<file path="src/rtl/ca_defs.svh">
`ifndef CA_DEFS_SVH
`define CA_DEFS_SVH

// ==========================================================
// Register byte offsets
`define CA_OFS_CTRL      8'h00
`define CA_OFS_CMODE     8'h04
`define CA_OFS_CNT_LO    8'h08
`define CA_OFS_CNT_HI    8'h0C
`define CA_OFS_IRQ_EN    8'h10
`define CA_OFS_MODE0     8'h20
`define CA_OFS_CAPL0     8'h40
`define CA_OFS_CAPH0     8'h60

// ==========================================================
// Counter control register fields
`define CA_CTRL_OVF      7
`define CA_CTRL_RUN      6

// Counter mode register fields
`define CA_CMODE_WATCHDOG_ENABLE_BIT    6
`define CA_CMODE_SEL_HI  2
`define CA_CMODE_SEL_LO  1
`define CA_CMODE_ECF     0

// Interrupt enable register fields
`define CA_IEN_GLOBAL    7
`define CA_IEN_ARRAY     6

// Module mode register fields
`define CA_MM_COMPARATOR_ENABLE       6
`define CA_MM_MAT        3
`define CA_MM_TOG        2
`define CA_MM_PWM        1
`define CA_MM_ECCF       0

// ==========================================================
// Reset values and timing
`define CA_RST_BYTE      8'h00
`define CA_RST_PIN       1'b1
`define CA_OSC_DIV       6
`define CA_WD_MODULE     4

`endif

</file>
<file path="src/rtl/ca_pkg.sv">
package ca_pkg;
  // Count source select codes
  typedef enum logic [1:0] {
    SRC_OSC_A  = 2'h0,
    SRC_OSC_B  = 2'h1,
    SRC_TMR0   = 2'h2,
    SRC_EXTPIN = 2'h3
  } count_src_t;
  typedef logic [7:0] byte_t;
endpackage

</file>
<file path="src/rtl/counter_array_compare_pwm_watchdog.sv">
// Added by the designer: register access over Wishbone and the address map.
`timescale 1ns/100ps
`include "ca_defs.svh"

module counter_array_compare_pwm_watchdog
  import ca_pkg::*;
#(
  parameter int NUM_MOD = 5
) (
  input  wire logic               CLK,              // System clock, 50 MHz
  input  wire logic               RST_N,            // Synchronous reset, active low
  input  wire logic               WB_CYC_I,         // Bus cycle
  input  wire logic               WB_STB_I,         // Bus strobe
  input  wire logic               WB_WE_I,          // Write enable
  input  wire logic [7:0]         WB_ADR_I,         // Byte address
  input  wire logic [3:0]         WB_SEL_I,         // Byte lane selects
  input  wire logic [31:0]        WB_DAT_I,         // Write data
  output logic      [31:0]        WB_DAT_O,         // Read data
  output logic                    WB_ACK_O,         // Acknowledge
  input  wire logic               TIMER0_OVF,       // Timer 0 overflow pulse
  input  wire logic               EXT_COUNT_IN,     // External count pin
  output logic      [NUM_MOD-1:0] MODULE_COMPARE_PIN, // Module output levels
  output logic      [NUM_MOD-1:0] MODULE_COMPARE_OE,  // Module output enables
  output logic                    IRQ,              // Serviceable interrupt request
  output logic                    WD_RESET          // Internal reset pulse
);

  // ==========================================================
  // Register state
  logic             ack_reg;
  logic [31:0]      rdat_reg;
  logic             ovf_reg;
  logic             run_reg;
  logic [NUM_MOD-1:0] flag_reg;
  logic             watchdog_enable_bit_reg;
  logic             ecf_reg;
  count_src_t       src_reg;
  logic             gie_reg;
  logic             aie_reg;
  logic [15:0]      cnt_reg;
  logic [15:0]      cnt_next;
  byte_t            mode_reg [NUM_MOD];
  byte_t            capl_reg [NUM_MOD];
  byte_t            caph_reg [NUM_MOD];
  logic [NUM_MOD-1:0] pin_reg;
  logic             wd_reg;

  // ==========================================================
  // Count source state
  logic [2:0]       pre_reg;
  logic             ext_s1_reg;
  logic             ext_s2_reg;
  logic             ext_s3_reg;
  logic             step_reg;

  // ==========================================================
  // Bus decode
  wire logic        bus_req   = WB_CYC_I & WB_STB_I;
  wire logic        wr_go     = bus_req & WB_WE_I & ack_reg & WB_SEL_I[0];
  wire logic [5:0]  word_idx  = WB_ADR_I[7:2];
  wire logic        hit_ctrl  = (WB_ADR_I == `CA_OFS_CTRL);
  wire logic        hit_cmode = (WB_ADR_I == `CA_OFS_CMODE);
  wire logic        hit_cntl  = (WB_ADR_I == `CA_OFS_CNT_LO);
  wire logic        hit_cnth  = (WB_ADR_I == `CA_OFS_CNT_HI);
  wire logic        hit_ien   = (WB_ADR_I == `CA_OFS_IRQ_EN);
  wire logic        wr_ctrl   = wr_go & hit_ctrl;
  wire logic        wr_cmode  = wr_go & hit_cmode;
  wire logic        wr_cntl   = wr_go & hit_cntl;
  wire logic        wr_cnth   = wr_go & hit_cnth;
  wire logic        wr_ien    = wr_go & hit_ien;
  wire logic [2:0]  mod_sel   = word_idx[2:0];
  wire logic        mod_ok    = (WB_ADR_I[1:0] == 2'h0) && (mod_sel < 3'(NUM_MOD));
  // Each group spans eight words; mod_ok keeps the modules in use
  wire logic        grp_mode  = (WB_ADR_I[7:5] == 3'(`CA_OFS_MODE0 >> 5));
  wire logic        grp_capl  = (WB_ADR_I[7:5] == 3'(`CA_OFS_CAPL0 >> 5));
  wire logic        grp_caph  = (WB_ADR_I[7:5] == 3'(`CA_OFS_CAPH0 >> 5));
  wire byte_t       wbyte     = WB_DAT_I[7:0];

  // ==========================================================
  // Count source selection
  wire logic        pre_end   = (pre_reg == 3'(`CA_OSC_DIV - 1));
  // Pin falls are counted about three cycles late
  wire logic        ext_fall  = ext_s3_reg & ~ext_s2_reg;
  logic             src_tick;

  // Pick the count pulse by the select code
  always_comb begin
    case (src_reg)
      SRC_OSC_A:  src_tick = pre_end;
      SRC_OSC_B:  src_tick = pre_end;
      SRC_TMR0:   src_tick = TIMER0_OVF;
      SRC_EXTPIN: src_tick = ext_fall;
      default:    src_tick = 1'b0;
    endcase
  end

  // Single shared time base for every module
  wire logic        cnt_tick  = run_reg & src_tick;
  wire logic        lo_wrap   = cnt_tick & (cnt_reg[7:0] == 8'hFF);
  wire logic        cnt_roll  = cnt_tick & (cnt_reg == 16'hFFFF);

  // Counter next value, software load wins over counting
  always_comb begin
    cnt_next = cnt_reg;
    if (cnt_tick) begin
      cnt_next = cnt_reg + 16'h0001;
    end
    if (wr_cntl) begin
      cnt_next[7:0] = wbyte;
    end
    if (wr_cnth) begin
      cnt_next[15:8] = wbyte;
    end
  end

  // Oscillator prescaler runs only with the counter
  // Held at zero while stopped, so each run starts a full divide
  always_ff @(posedge CLK) begin
    if (!RST_N || !run_reg || pre_end) begin
      pre_reg <= 3'h0;
    end else begin
      pre_reg <= pre_reg + 3'h1;
    end
  end

  // External pin synchroniser and edge history
  always_ff @(posedge CLK) begin
    if (!RST_N) begin
      ext_s1_reg <= 1'b0;
      ext_s2_reg <= 1'b0;
      ext_s3_reg <= 1'b0;
    end else begin
      ext_s1_reg <= EXT_COUNT_IN;
      ext_s2_reg <= ext_s1_reg;
      ext_s3_reg <= ext_s2_reg;
    end
  end

  // Counter and step strobe for compare
  always_ff @(posedge CLK) begin
    if (!RST_N) begin
      cnt_reg  <= 16'h0000;
      step_reg <= 1'b0;
    end else begin
      cnt_reg  <= cnt_next;
      step_reg <= cnt_tick;
    end
  end

  // ==========================================================
  // Per-module compare, pulse and flag logic
  logic [NUM_MOD-1:0] match;
  logic [NUM_MOD-1:0] flag_set;
  logic [NUM_MOD-1:0] flag_irq;

  genvar gi;
  generate
    for (gi = 0; gi < NUM_MOD; gi++) begin : g_mod
      wire logic comparator_enable   = mode_reg[gi][`CA_MM_COMPARATOR_ENABLE];
      wire logic match_enable    = mode_reg[gi][`CA_MM_MAT];
      wire logic toggle_enable    = mode_reg[gi][`CA_MM_TOG];
      wire logic pwm    = mode_reg[gi][`CA_MM_PWM];
      wire logic pwm_on = pwm & comparator_enable;
      wire logic hso_on = toggle_enable & match_enable & comparator_enable;
      wire logic sel_me = mod_ok && (mod_sel == 3'(gi));
      wire logic wr_m   = wr_go & grp_mode & sel_me;
      wire logic wr_l   = wr_go & grp_capl & sel_me;
      wire logic wr_h   = wr_go & grp_caph & sel_me;

      // One strobe in the cycle after the step that reaches the value
      // Compare sees the settled count, never a half-updated one
      assign match[gi]    = step_reg & comparator_enable & (cnt_reg == {caph_reg[gi], capl_reg[gi]});
      assign flag_set[gi] = match[gi] & match_enable;
      assign flag_irq[gi] = flag_reg[gi] & mode_reg[gi][`CA_MM_ECCF];
      assign MODULE_COMPARE_OE[gi] = pwm_on | hso_on;

      // Mode and compare bytes, pulse reload on low byte wrap
      // Reload beats a same-cycle software write to the low byte
      always_ff @(posedge CLK) begin
        if (!RST_N) begin
          mode_reg[gi] <= `CA_RST_BYTE;
          capl_reg[gi] <= `CA_RST_BYTE;
          caph_reg[gi] <= `CA_RST_BYTE;
        end else begin
          if (wr_m) begin
            mode_reg[gi] <= {1'b0, wbyte[6:0]};
          end
          if (pwm_on && lo_wrap) begin
            capl_reg[gi] <= caph_reg[gi];
          end else if (wr_l) begin
            capl_reg[gi] <= wbyte;
          end
          if (wr_h) begin
            caph_reg[gi] <= wbyte;
          end
        end
      end

      // Output pin: pulse compare or toggle on match
      always_ff @(posedge CLK) begin
        if (!RST_N) begin
          pin_reg[gi] <= `CA_RST_PIN;
        end else if (pwm_on) begin
          pin_reg[gi] <= (cnt_reg[7:0] >= capl_reg[gi]);
        end else if (hso_on && match[gi]) begin
          pin_reg[gi] <= ~pin_reg[gi];
        end
      end
    end
  endgenerate

  assign MODULE_COMPARE_PIN = pin_reg;

  // ==========================================================
  // Control and status registers
  wire logic [NUM_MOD-1:0] flag_keep = wr_ctrl ? WB_DAT_I[NUM_MOD-1:0] : {NUM_MOD{1'b1}};

  // Flags: hardware set wins over a software clear
  // Overflow flag may be written either way by software
  always_ff @(posedge CLK) begin
    if (!RST_N) begin
      flag_reg <= '0;
      ovf_reg  <= 1'b0;
      run_reg  <= 1'b0;
    end else begin
      flag_reg <= (flag_reg & flag_keep) | flag_set;
      ovf_reg  <= (wr_ctrl ? WB_DAT_I[`CA_CTRL_OVF] : ovf_reg) | cnt_roll;
      if (wr_ctrl) begin
        run_reg <= WB_DAT_I[`CA_CTRL_RUN];
      end
    end
  end

  // Count mode, watchdog enable and interrupt enables
  always_ff @(posedge CLK) begin
    if (!RST_N) begin
      watchdog_enable_bit_reg <= 1'b0;
      ecf_reg  <= 1'b0;
      src_reg  <= SRC_OSC_A;
      gie_reg  <= 1'b0;
      aie_reg  <= 1'b0;
    end else begin
      if (wr_cmode) begin
        watchdog_enable_bit_reg <= WB_DAT_I[`CA_CMODE_WATCHDOG_ENABLE_BIT];
        ecf_reg  <= WB_DAT_I[`CA_CMODE_ECF];
        src_reg  <= count_src_t'(WB_DAT_I[`CA_CMODE_SEL_HI:`CA_CMODE_SEL_LO]);
      end
      if (wr_ien) begin
        gie_reg <= WB_DAT_I[`CA_IEN_GLOBAL];
        aie_reg <= WB_DAT_I[`CA_IEN_ARRAY];
      end
    end
  end

  // ==========================================================
  // Watchdog on module 4 and interrupt gating
  // Only module 4 can reset the device; the others just flag
  wire logic wd_armed = watchdog_enable_bit_reg & mode_reg[`CA_WD_MODULE][`CA_MM_COMPARATOR_ENABLE]
                      & mode_reg[`CA_WD_MODULE][`CA_MM_MAT];
  wire logic wd_fire  = wd_armed & match[`CA_WD_MODULE];

  // Internal reset pulse only; no external pin is driven
  // Registered so the reset pulse is free of decode glitches
  always_ff @(posedge CLK) begin
    if (!RST_N) begin
      wd_reg <= 1'b0;
    end else begin
      wd_reg <= wd_fire;
    end
  end

  assign WD_RESET = wd_reg;
  wire logic irq_src = (|flag_irq) | (ovf_reg & ecf_reg);
  assign IRQ = gie_reg & aie_reg & irq_src;

  // ==========================================================
  // Read mux
  logic [31:0] rd_mux;
  wire  [2:0]  ms = mod_ok ? mod_sel : 3'h0;

  // Select read data; unmapped reads return zero
  // Registered below so the data stands with the ack
  always_comb begin
    rd_mux = 32'h0000_0000;
    if (hit_ctrl) begin
      rd_mux[`CA_CTRL_OVF]   = ovf_reg;
      rd_mux[`CA_CTRL_RUN]   = run_reg;
      rd_mux[NUM_MOD-1:0]    = flag_reg;
    end else if (hit_cmode) begin
      rd_mux[`CA_CMODE_WATCHDOG_ENABLE_BIT] = watchdog_enable_bit_reg;
      rd_mux[`CA_CMODE_SEL_HI:`CA_CMODE_SEL_LO] = src_reg;
      rd_mux[`CA_CMODE_ECF]  = ecf_reg;
    end else if (hit_cntl) begin
      rd_mux[7:0] = cnt_reg[7:0];
    end else if (hit_cnth) begin
      rd_mux[7:0] = cnt_reg[15:8];
    end else if (hit_ien) begin
      rd_mux[`CA_IEN_GLOBAL] = gie_reg;
      rd_mux[`CA_IEN_ARRAY]  = aie_reg;
    end else if (mod_ok && grp_mode) begin
      rd_mux[7:0] = mode_reg[ms];
    end else if (mod_ok && grp_capl) begin
      rd_mux[7:0] = capl_reg[ms];
    end else if (mod_ok && grp_caph) begin
      rd_mux[7:0] = caph_reg[ms];
    end
  end

  // ==========================================================
  // Bus acknowledge, one wait state
  // Ack falls after one cycle so a held request is not taken twice
  always_ff @(posedge CLK) begin
    if (!RST_N) begin
      ack_reg  <= 1'b0;
      rdat_reg <= 32'h0000_0000;
    end else begin
      ack_reg  <= bus_req & ~ack_reg;
      rdat_reg <= rd_mux;
    end
  end

  assign WB_ACK_O = ack_reg;
  assign WB_DAT_O = rdat_reg;

endmodule

</file>
<file path="config.mk">
export PLATFORM = sky130hd
export DESIGN_NAME = counter_array_compare_pwm_watchdog
export DESIGN_NICKNAME = d
export VERILOG_FILES = /design/src/rtl/ca_pkg.sv /design/src/rtl/counter_array_compare_pwm_watchdog.sv
export VERILOG_INCLUDE_DIRS = /design/src /design/src/rtl
export SDC_FILE = /design/constraint.sdc
export NUM_CORES = 1
export LEC_CHECK = 0
export BUFFER_PORTS_ARGS = -buffer_cell sky130_fd_sc_hd__buf_4
export CORE_AREA = 2 2 159 161
export CTS_CLUSTER_SIZE = 16
export DETAILED_ROUTE_END_ITERATION = 6
export DIE_AREA = 0 0 161 163
export GPL_TIMING_DRIVEN = 0
export PLACE_DENSITY = 0.58
export SKIP_CTS_REPAIR_TIMING = 1
export SLEW_MARGIN = 20
export SYNTH_ARGS = -nofsm -noshare
export SYNTH_HDL_FRONTEND = slang
export SYNTH_SLANG_ARGS = --single-unit
</file>
<file path="constraint.sdc">
create_clock -name CLK -period 3 [get_ports CLK]
set_input_delay 0.15 -clock CLK [delete_from_list [all_inputs] [get_ports CLK]]
set_output_delay 0.15 -clock CLK [all_outputs]
set_load 0.03 [all_outputs]
</file>
==> results of run 1 <==
## cells by family after synthesis
logic type / share of synthesized area [%]
and+or+nand+nor: 18.3
xor gates and xnor gates: 5.03
adders and majority gates: 5.33
other: 0.0372
buffers and inverters: 6.05
DFF: 44.3
AOI/OAI and AO/OA: 17.2
muxes: 3.76
## worst max-delay path: cells and delay by family, from the launching register on
family | cells | cell delay [ps]
flip-flops | 1 | 510
adder cells (fa/ha/maj) | 1 | 270
AO/OA/AOI/OAI | 1 | 210
buffers and inverters | 3 | 810
AND/OR/NAND/NOR | 4 | 940
## metrics by stage
stage	power [mW]	hold slack [ps]	cells	area [um2]	worst slack [ps]
floorplan	2.87	277	1069	10200	634
global placement	3.08	359	1436	10900	-233
detailed placement	3.08	361	1436	10900	-189
CTS	5.30	-89.9	1468	11500	-216
global route	5.44	74.9	1469	11500	-72.0
finish	5.34	33.5	1471	11500	-35.5
## path summary, 6_finish.rpt
| kind | to | slack (ps) | cells after the start |
|---|---|---|---|
| setup / recovery | capl_reg[4][2] | -40 | 9 |
| hold reg to reg | ext_s2_reg | 430 | 1 |
| setup reg to reg | capl_reg[4][2] | -40 | 9 |
| hold / removal | WB_ACK_O | 30 | 3 |
## where the power goes
part           switching (mW)  internal (mW)  total, mW
combinational           0.342          0.145      0.487
clock                    1.04           1.24       2.29
sequential             0.0654           2.50       2.56
## Yosys cell counts, drive strengths merged, types with 20 or more instances
master and n:
a21o 25, a21oi 54, a22o 33, and2 83, buf 41, clkbuf 47
dfxtp 51, edfxtp 115, ha 43, inv 44, mux2i 21, nand2 74
nand3 45, nand4 22, nor2 56, o21ai 53, o22ai 20, xnor2 22
xor2 36
## layer usage
| metal | global-route usage (%) | up-vias |
|---|---|---|
| met3 | 6.11 | 98 |
| met4 | 11.9 | 0 |
| li1 | - | 3929 |
| met1 | 42.7 | 4238 |
| met2 | 45.9 | 518 |
| met5 | 0 | - |
## final cells by class
class / count / area (um2)
Antenna cell: 2 / 5.00
Buffer: 87 / 438
Clock buffer: 17 / 425
Clock inverter: 15 / 168
Fill cell: 2371 / 13200
Inverter: 45 / 169
Multi-Input combinational cell: 770 / 5110
Sequential cell: 166 / 4480
Tap cell: 330 / 413
Timing Repair Buffer: 39 / 295
==> summary.md, run 1 <==
| Metric | Value |
|---|---|
| Crit-path cells | ha_1 -> nand3_1 -> nor2_1 -> nand4_1 -> buf_2 -> or2_2 -> clkbuf_1 -> o211ai_1 -> buf_4 |
| Crit-path max cell delay | 510 ps |
| First drt pass iteration count | 5 |
| Share of the synthesized area in the top cell type | 34.2% |
| Remaining DRCs | 0 |
| Number of top-level pins | 96 |
| Clock sink total | 166 |
| Hold Path Origin | WB_STB_I |
| Ratio of final minimum period to clock period | 101% |
| Post-route ant nets | 0 |
| Slowest stage cell, crit path | dfxtp_2 |
| Die Wd | 161 um |
| Yosys warning count | 0 |
| FF+latch count, synth | 166 |
| Clock transition at path regs | 70 ps |
| WL final | 39.8 mm |
| Overall Global Routing Usage | 30.3% |
| Clk Latency, worst-skew pair | 450 ps |
| PortBufs | 37 |
| H-tree levels | 4 |
| Fin Clk Skew | 10.3 ps |
| CORE AREA | 24,700 um2 |
| Vias in the first global route | 8,080 |
| Setup crit start kind | register |
| Commonest non-fill, non-tap cell in the layout | edfxtp_1 |
| Mean post-synth cell area | 9.65 um2 |
| Critical Path AT | 3190 ps |
| Worst slew pin tran | 1170 ps |
| Met1 wire length | 17.0 mm |
| Final GP Congestion | 1.02 |
| Critical path launch point | cnt_reg[1] |
| CTS Root Cell | clkbuf_16 |
| Status | finished, violations left |
| Max-Cap Viols | 0 |
| Worst setup slack after layout | -35.5 ps |
| Commonest cells after routing, fill and taps aside | edfxtp_1, and2_1, nand2_1 |
| Row count | 58 |
| Post-synth EDFFs | 115 |
| Total global routing overflow | 0 |
| Drt via density | 5.97 |
| RR Startpoint | cnt_reg[1] |
| Routed WL per cell | 27.0 um |
| WL met2 | 17.3 mm |
| Area Growth Syn to Fin | 14.0% |
| Tmin final | 3040 ps |
| Synth top area cells | edfxtp_1, dfxtp_1, ha_1 |
| Power Dens Cells | 464 nW/um2 |
| Fin. max-slew vios | 0 |
| Maximum VDD drop | 0.000332 V |
| Top layer in use | met4 |
| Placed wire-length estimate | 29.8 mm |
| Total CTS buffers | 17 |
| Commonest register cell after synthesis | edfxtp_1 |
| Worst Hold Class | in -> reg |
| Post-synthesis cell count | 1,046 |
| Setup Viol. Count Final | 7 |
| Met3 wire length | 3.85 mm |
| Final nets | 1,220 |
| CP Max Fanout | 10 |
| Worst EP required | 3150 ps |
| Critical path type | reg -> reg |
| Initial antenna violation count | 1 |
| Global-route wire length before repair | 56.2 mm |
| FMAX | 0.329 GHz |
| Max clock buf depth | 2 |
| Die Height | 163 um |
| CTS tree | yes |
| Maximum number of pins on one net before global-route repair | 17 |
| Post-synthesis cell type count | 65 |
| DR iter-0 viols | 1,210 |
| Initial Util | 40.9% |
| Share of layout cells above drive strength 1 | 11.5% |
| Routed via count | 8,783 |
| Final core utilization | 46.6% |
| LEAKAGE | 4.53 nW |
| CP Capture Type | register |
| Post-synth top area cell | edfxtp_1 |
| Post-Syn Area | 10,100 um2 |
| Failing checks | negative setup slack |
| Register area share after synthesis | 44.3% |
| Final Hold Fails | 0 |
| Synth async-reset ratio | 0% |
| Die ar. | 26,200 um2 |
| Setup tns final | -206 ps |
| Normalized max-slew margin | 21.9% |
Power figures use the tool's default switching activity.
==> run 2, diff against run 1 <==
Settings changed: CORE_AREA 2 2 159 161 to 4 4 155 157, DIE_AREA 0 0 161 163 to 0 0 159 161, PLACE_DENSITY 0.58 to 0.62, SKIP_CTS_REPAIR_TIMING 1 to default.
==> run 2 against run 1 <==
  * The run now ends clean
  * Design area fell by 0.62%
  * Register-to-register slack improved by 50 ps
  * Fmax rose by 1.6%
  * Sequential share of layout area rose by 0.26 points
  * Critical path depth fell by 2
  * Cell count fell by 3.1%
  * Global-route usage barely moved
  * Hold slack got worse by 4.1 ps
  * Die area fell by 2.5%
  * Worst setup slack improved by 49 ps
  * First-iteration DRC count fell by 9.8%
==> summary.md, run 2 (synthesis results as in run 1) <==
| Metric | Value |
|---|---|
| Status | finished, final reports clean (was finished, violations left) |
| Pre-CTS setup slack | -261 ps (was -189 ps) |
| Worst setup slack after layout | 13.5 ps (was -35.5 ps) |
| Max clock buf depth | 2 (unchanged) |
| Number of top-level pins | 96 (unchanged) |
| CTS Root Cell | clkbuf_16 (unchanged) |
| Overall Global Routing Usage | 30.3% (about the same) |
| Die ar. | 25,600 um2 (was 26,200 um2) |
| Post-DP Area | 10,800 um2 (was 10,900 um2) |
| Ratio of final minimum period to clock period | 99.5% (was 101%) |
| Clock sink total | 166 (unchanged) |
| Max-Cap Viols | 0 (unchanged) |
| PortBufs | 37 (unchanged) |
| Fin. max-slew vios | 0 (unchanged) |
| Worst Hold Class | in -> reg (unchanged) |
| Commonest cells after routing, fill and taps aside | edfxtp_1, and2_1, nand2_1 (unchanged) |
| Tmin final | 2990 ps (was 3040 ps) |
| Vias in the first global route | 8,404 (was 8,080) |
| Crit-path cells | ha_1 -> nand4_1 -> or4_1 -> nor3_1 -> nand4_1 -> xnor2_1 -> o21a_1 (was ha_1 -> nand3_1 -> nor2_1 -> nand4_1 -> buf_2 -> or2_2 -> clkbuf_1 -> o211ai_1 -> buf_4) |
| Final GP Congestion | 1.00 (was 1.02) |
| Ant. Diodes | 0 (was 2) |
| Setup Viol. Count Final | 0 (was 7) |
| Die Height | 161 um (was 163 um) |
| Clk Latency, worst-skew pair | 450 ps (about the same) |
| CORE AREA | 22,500 um2 (was 24,700 um2) |
| CTS tree | yes (unchanged) |
| Clock transition at path regs | 80 ps (was 70 ps) |
| LEAKAGE | 4.53 nW (about the same) |
| Register area | 4480 um2 (about the same) |
| Share of layout cells above drive strength 1 | 11.7% (was 11.5%) |
| Power Dens Cells | 459 nW/um2 (was 464 nW/um2) |
| FMAX | 0.335 GHz (was 0.329 GHz) |
| RSZ-0062 raised after global routing | true |
| Crit-path max cell delay | 750 ps (was 510 ps) |
| Commonest non-fill, non-tap cell in the layout | edfxtp_1 (unchanged) |
| Normalized max-slew margin | 24.3% (was 21.9%) |
| Setup crit start kind | register (unchanged) |
| Slowest stage cell, crit path | dfxtp_1 (was dfxtp_2) |
| Final nets | 1,222 (was 1,220) |
| Fin Clk Skew | 14.5 ps (was 10.3 ps) |
| Final instance area | 11,400 um2 (was 11,500 um2) |
| Row count | 55 (was 58) |
| Routed WL per cell | 27.7 um (was 27.0 um) |
| Worst EP required | 3340 ps (was 3150 ps) |
| Multi-input combinational cell area | 5100 um2 (was 5110 um2) |
| Number of fill cells in the layout | 2,132 (was 2,371) |
| Pwr Total | 5.25 mW (was 5.34 mW) |
| Die Wd | 159 um (was 161 um) |
| Total CTS buffers | 17 (unchanged) |
| Maximum VDD drop | 0.000380 V (was 0.000332 V) |
| DR iter-0 viols | 1,092 (was 1,210) |
| Initial Util | 44.8% (was 40.9%) |
| CP Capture Type | register (unchanged) |
| Worst slew pin tran | 1140 ps (was 1170 ps) |
| Remaining DRCs | 0 (unchanged) |
| First drt pass iteration count | 7 (was 5) |
| Global-route wire length before repair | 56.8 mm (was 56.2 mm) |
| Final Hold Fails | 0 (unchanged) |
| Routed via count | 8,854 (was 8,783) |
| CP Max Fanout | 11 (was 10) |
| Total global routing overflow | 0 (unchanged) |
| Placed wire-length estimate | 29.5 mm (was 29.8 mm) |
| Drt via density | 6.21 (was 5.97) |
| Critical path type | reg -> reg (unchanged) |
| Post-route ant nets | 0 (unchanged) |
| Maximum number of pins on one net before global-route repair | 18 (was 17) |
| Critical Path AT | 3330 ps (was 3190 ps) |
| H-tree levels | 4 (unchanged) |
| Crit-path most repeated cell | nand4_1 |
| WL final | 39.5 mm (was 39.8 mm) |
| Area Growth Syn to Fin | 13.3% (was 14.0%) |
| Initial antenna violation count | 0 (was 1) |
==> run 2: worst max-delay path, delay by kind of cell, from the launching register on <==
| kind | cells | cell delay [ps] |
|---|---|---|
| and+or+nand+nor | 4 | 1480 |
| DFF | 1 | 750 |
| adders and majority gates | 1 | 270 |
| AOI/OAI and AO/OA | 1 | 190 |
| xor gates and xnor gates | 1 | 210 |
==> run 2: layout make-up <==
cell class,count,share of cell area (%)
repair buffers,41,2.71
clock buffers,19,3.87
clock inverters,13,1.16
flip-flops and latches,166,39.2
inverters,45,1.48
well taps,285,3.12
multi-input cells,770,44.6
plain buffers,87,3.83
==> run 2: power by group <==
group	total [mW]	internal (mW)	switching [mW]
Combinational	0.484	0.146	0.338
Sequential	2.56	2.50	0.0657
Clock	2.20	1.13	1.07
Total	5.25	3.77	1.48
==> run 2: worst paths after layout <==
| kind | endpoint | depth (start not counted) | slack, ps | start |
|---|---|---|---|---|
| hold / removal | WB_ACK_O | 3 | 30 | WB_STB_I |
| setup / recovery | MODULE_COMPARE_PIN[3] | 7 | 10 | cnt_reg[3] |
| setup reg to reg | MODULE_COMPARE_PIN[3] | 7 | 10 | cnt_reg[3] |
| hold reg to reg | ext_s2_reg | 1 | 440 | ext_s1_reg |
==> run 2: routing by layer <==
| metal | GRT usage [%] | wire length (um) |
|---|---|---|
| met3 | 5.74 | 3820 |
| met1 | 42.7 | 16700 |
| met4 | 12.8 | 1750 |
| met2 | 45.8 | 17200 |
| met5 | 0 | 0 |
==> run 2: stage by stage <==
step	std cells	utilization, %	hold WS (ps)	TNS [ps]
CTS	1426	50.8	26.9	0
finish	1426	50.8	29.3	0
detailed placement	1391	48.1	361	-11260
global placement	1391	48.0	358	-10520
global route	1426	50.8	47.9	-460
floorplan	1069	-	277	0
==> run 2: timing repair <==
item,in CTS,in global routing
hold buffers,1,0
buffers inserted,2,1
resized for setup,3,3
hold endpoints to repair,1,0
gates cloned,0,0
endpoints found under the setup margin,40,48
pin swaps,0,1
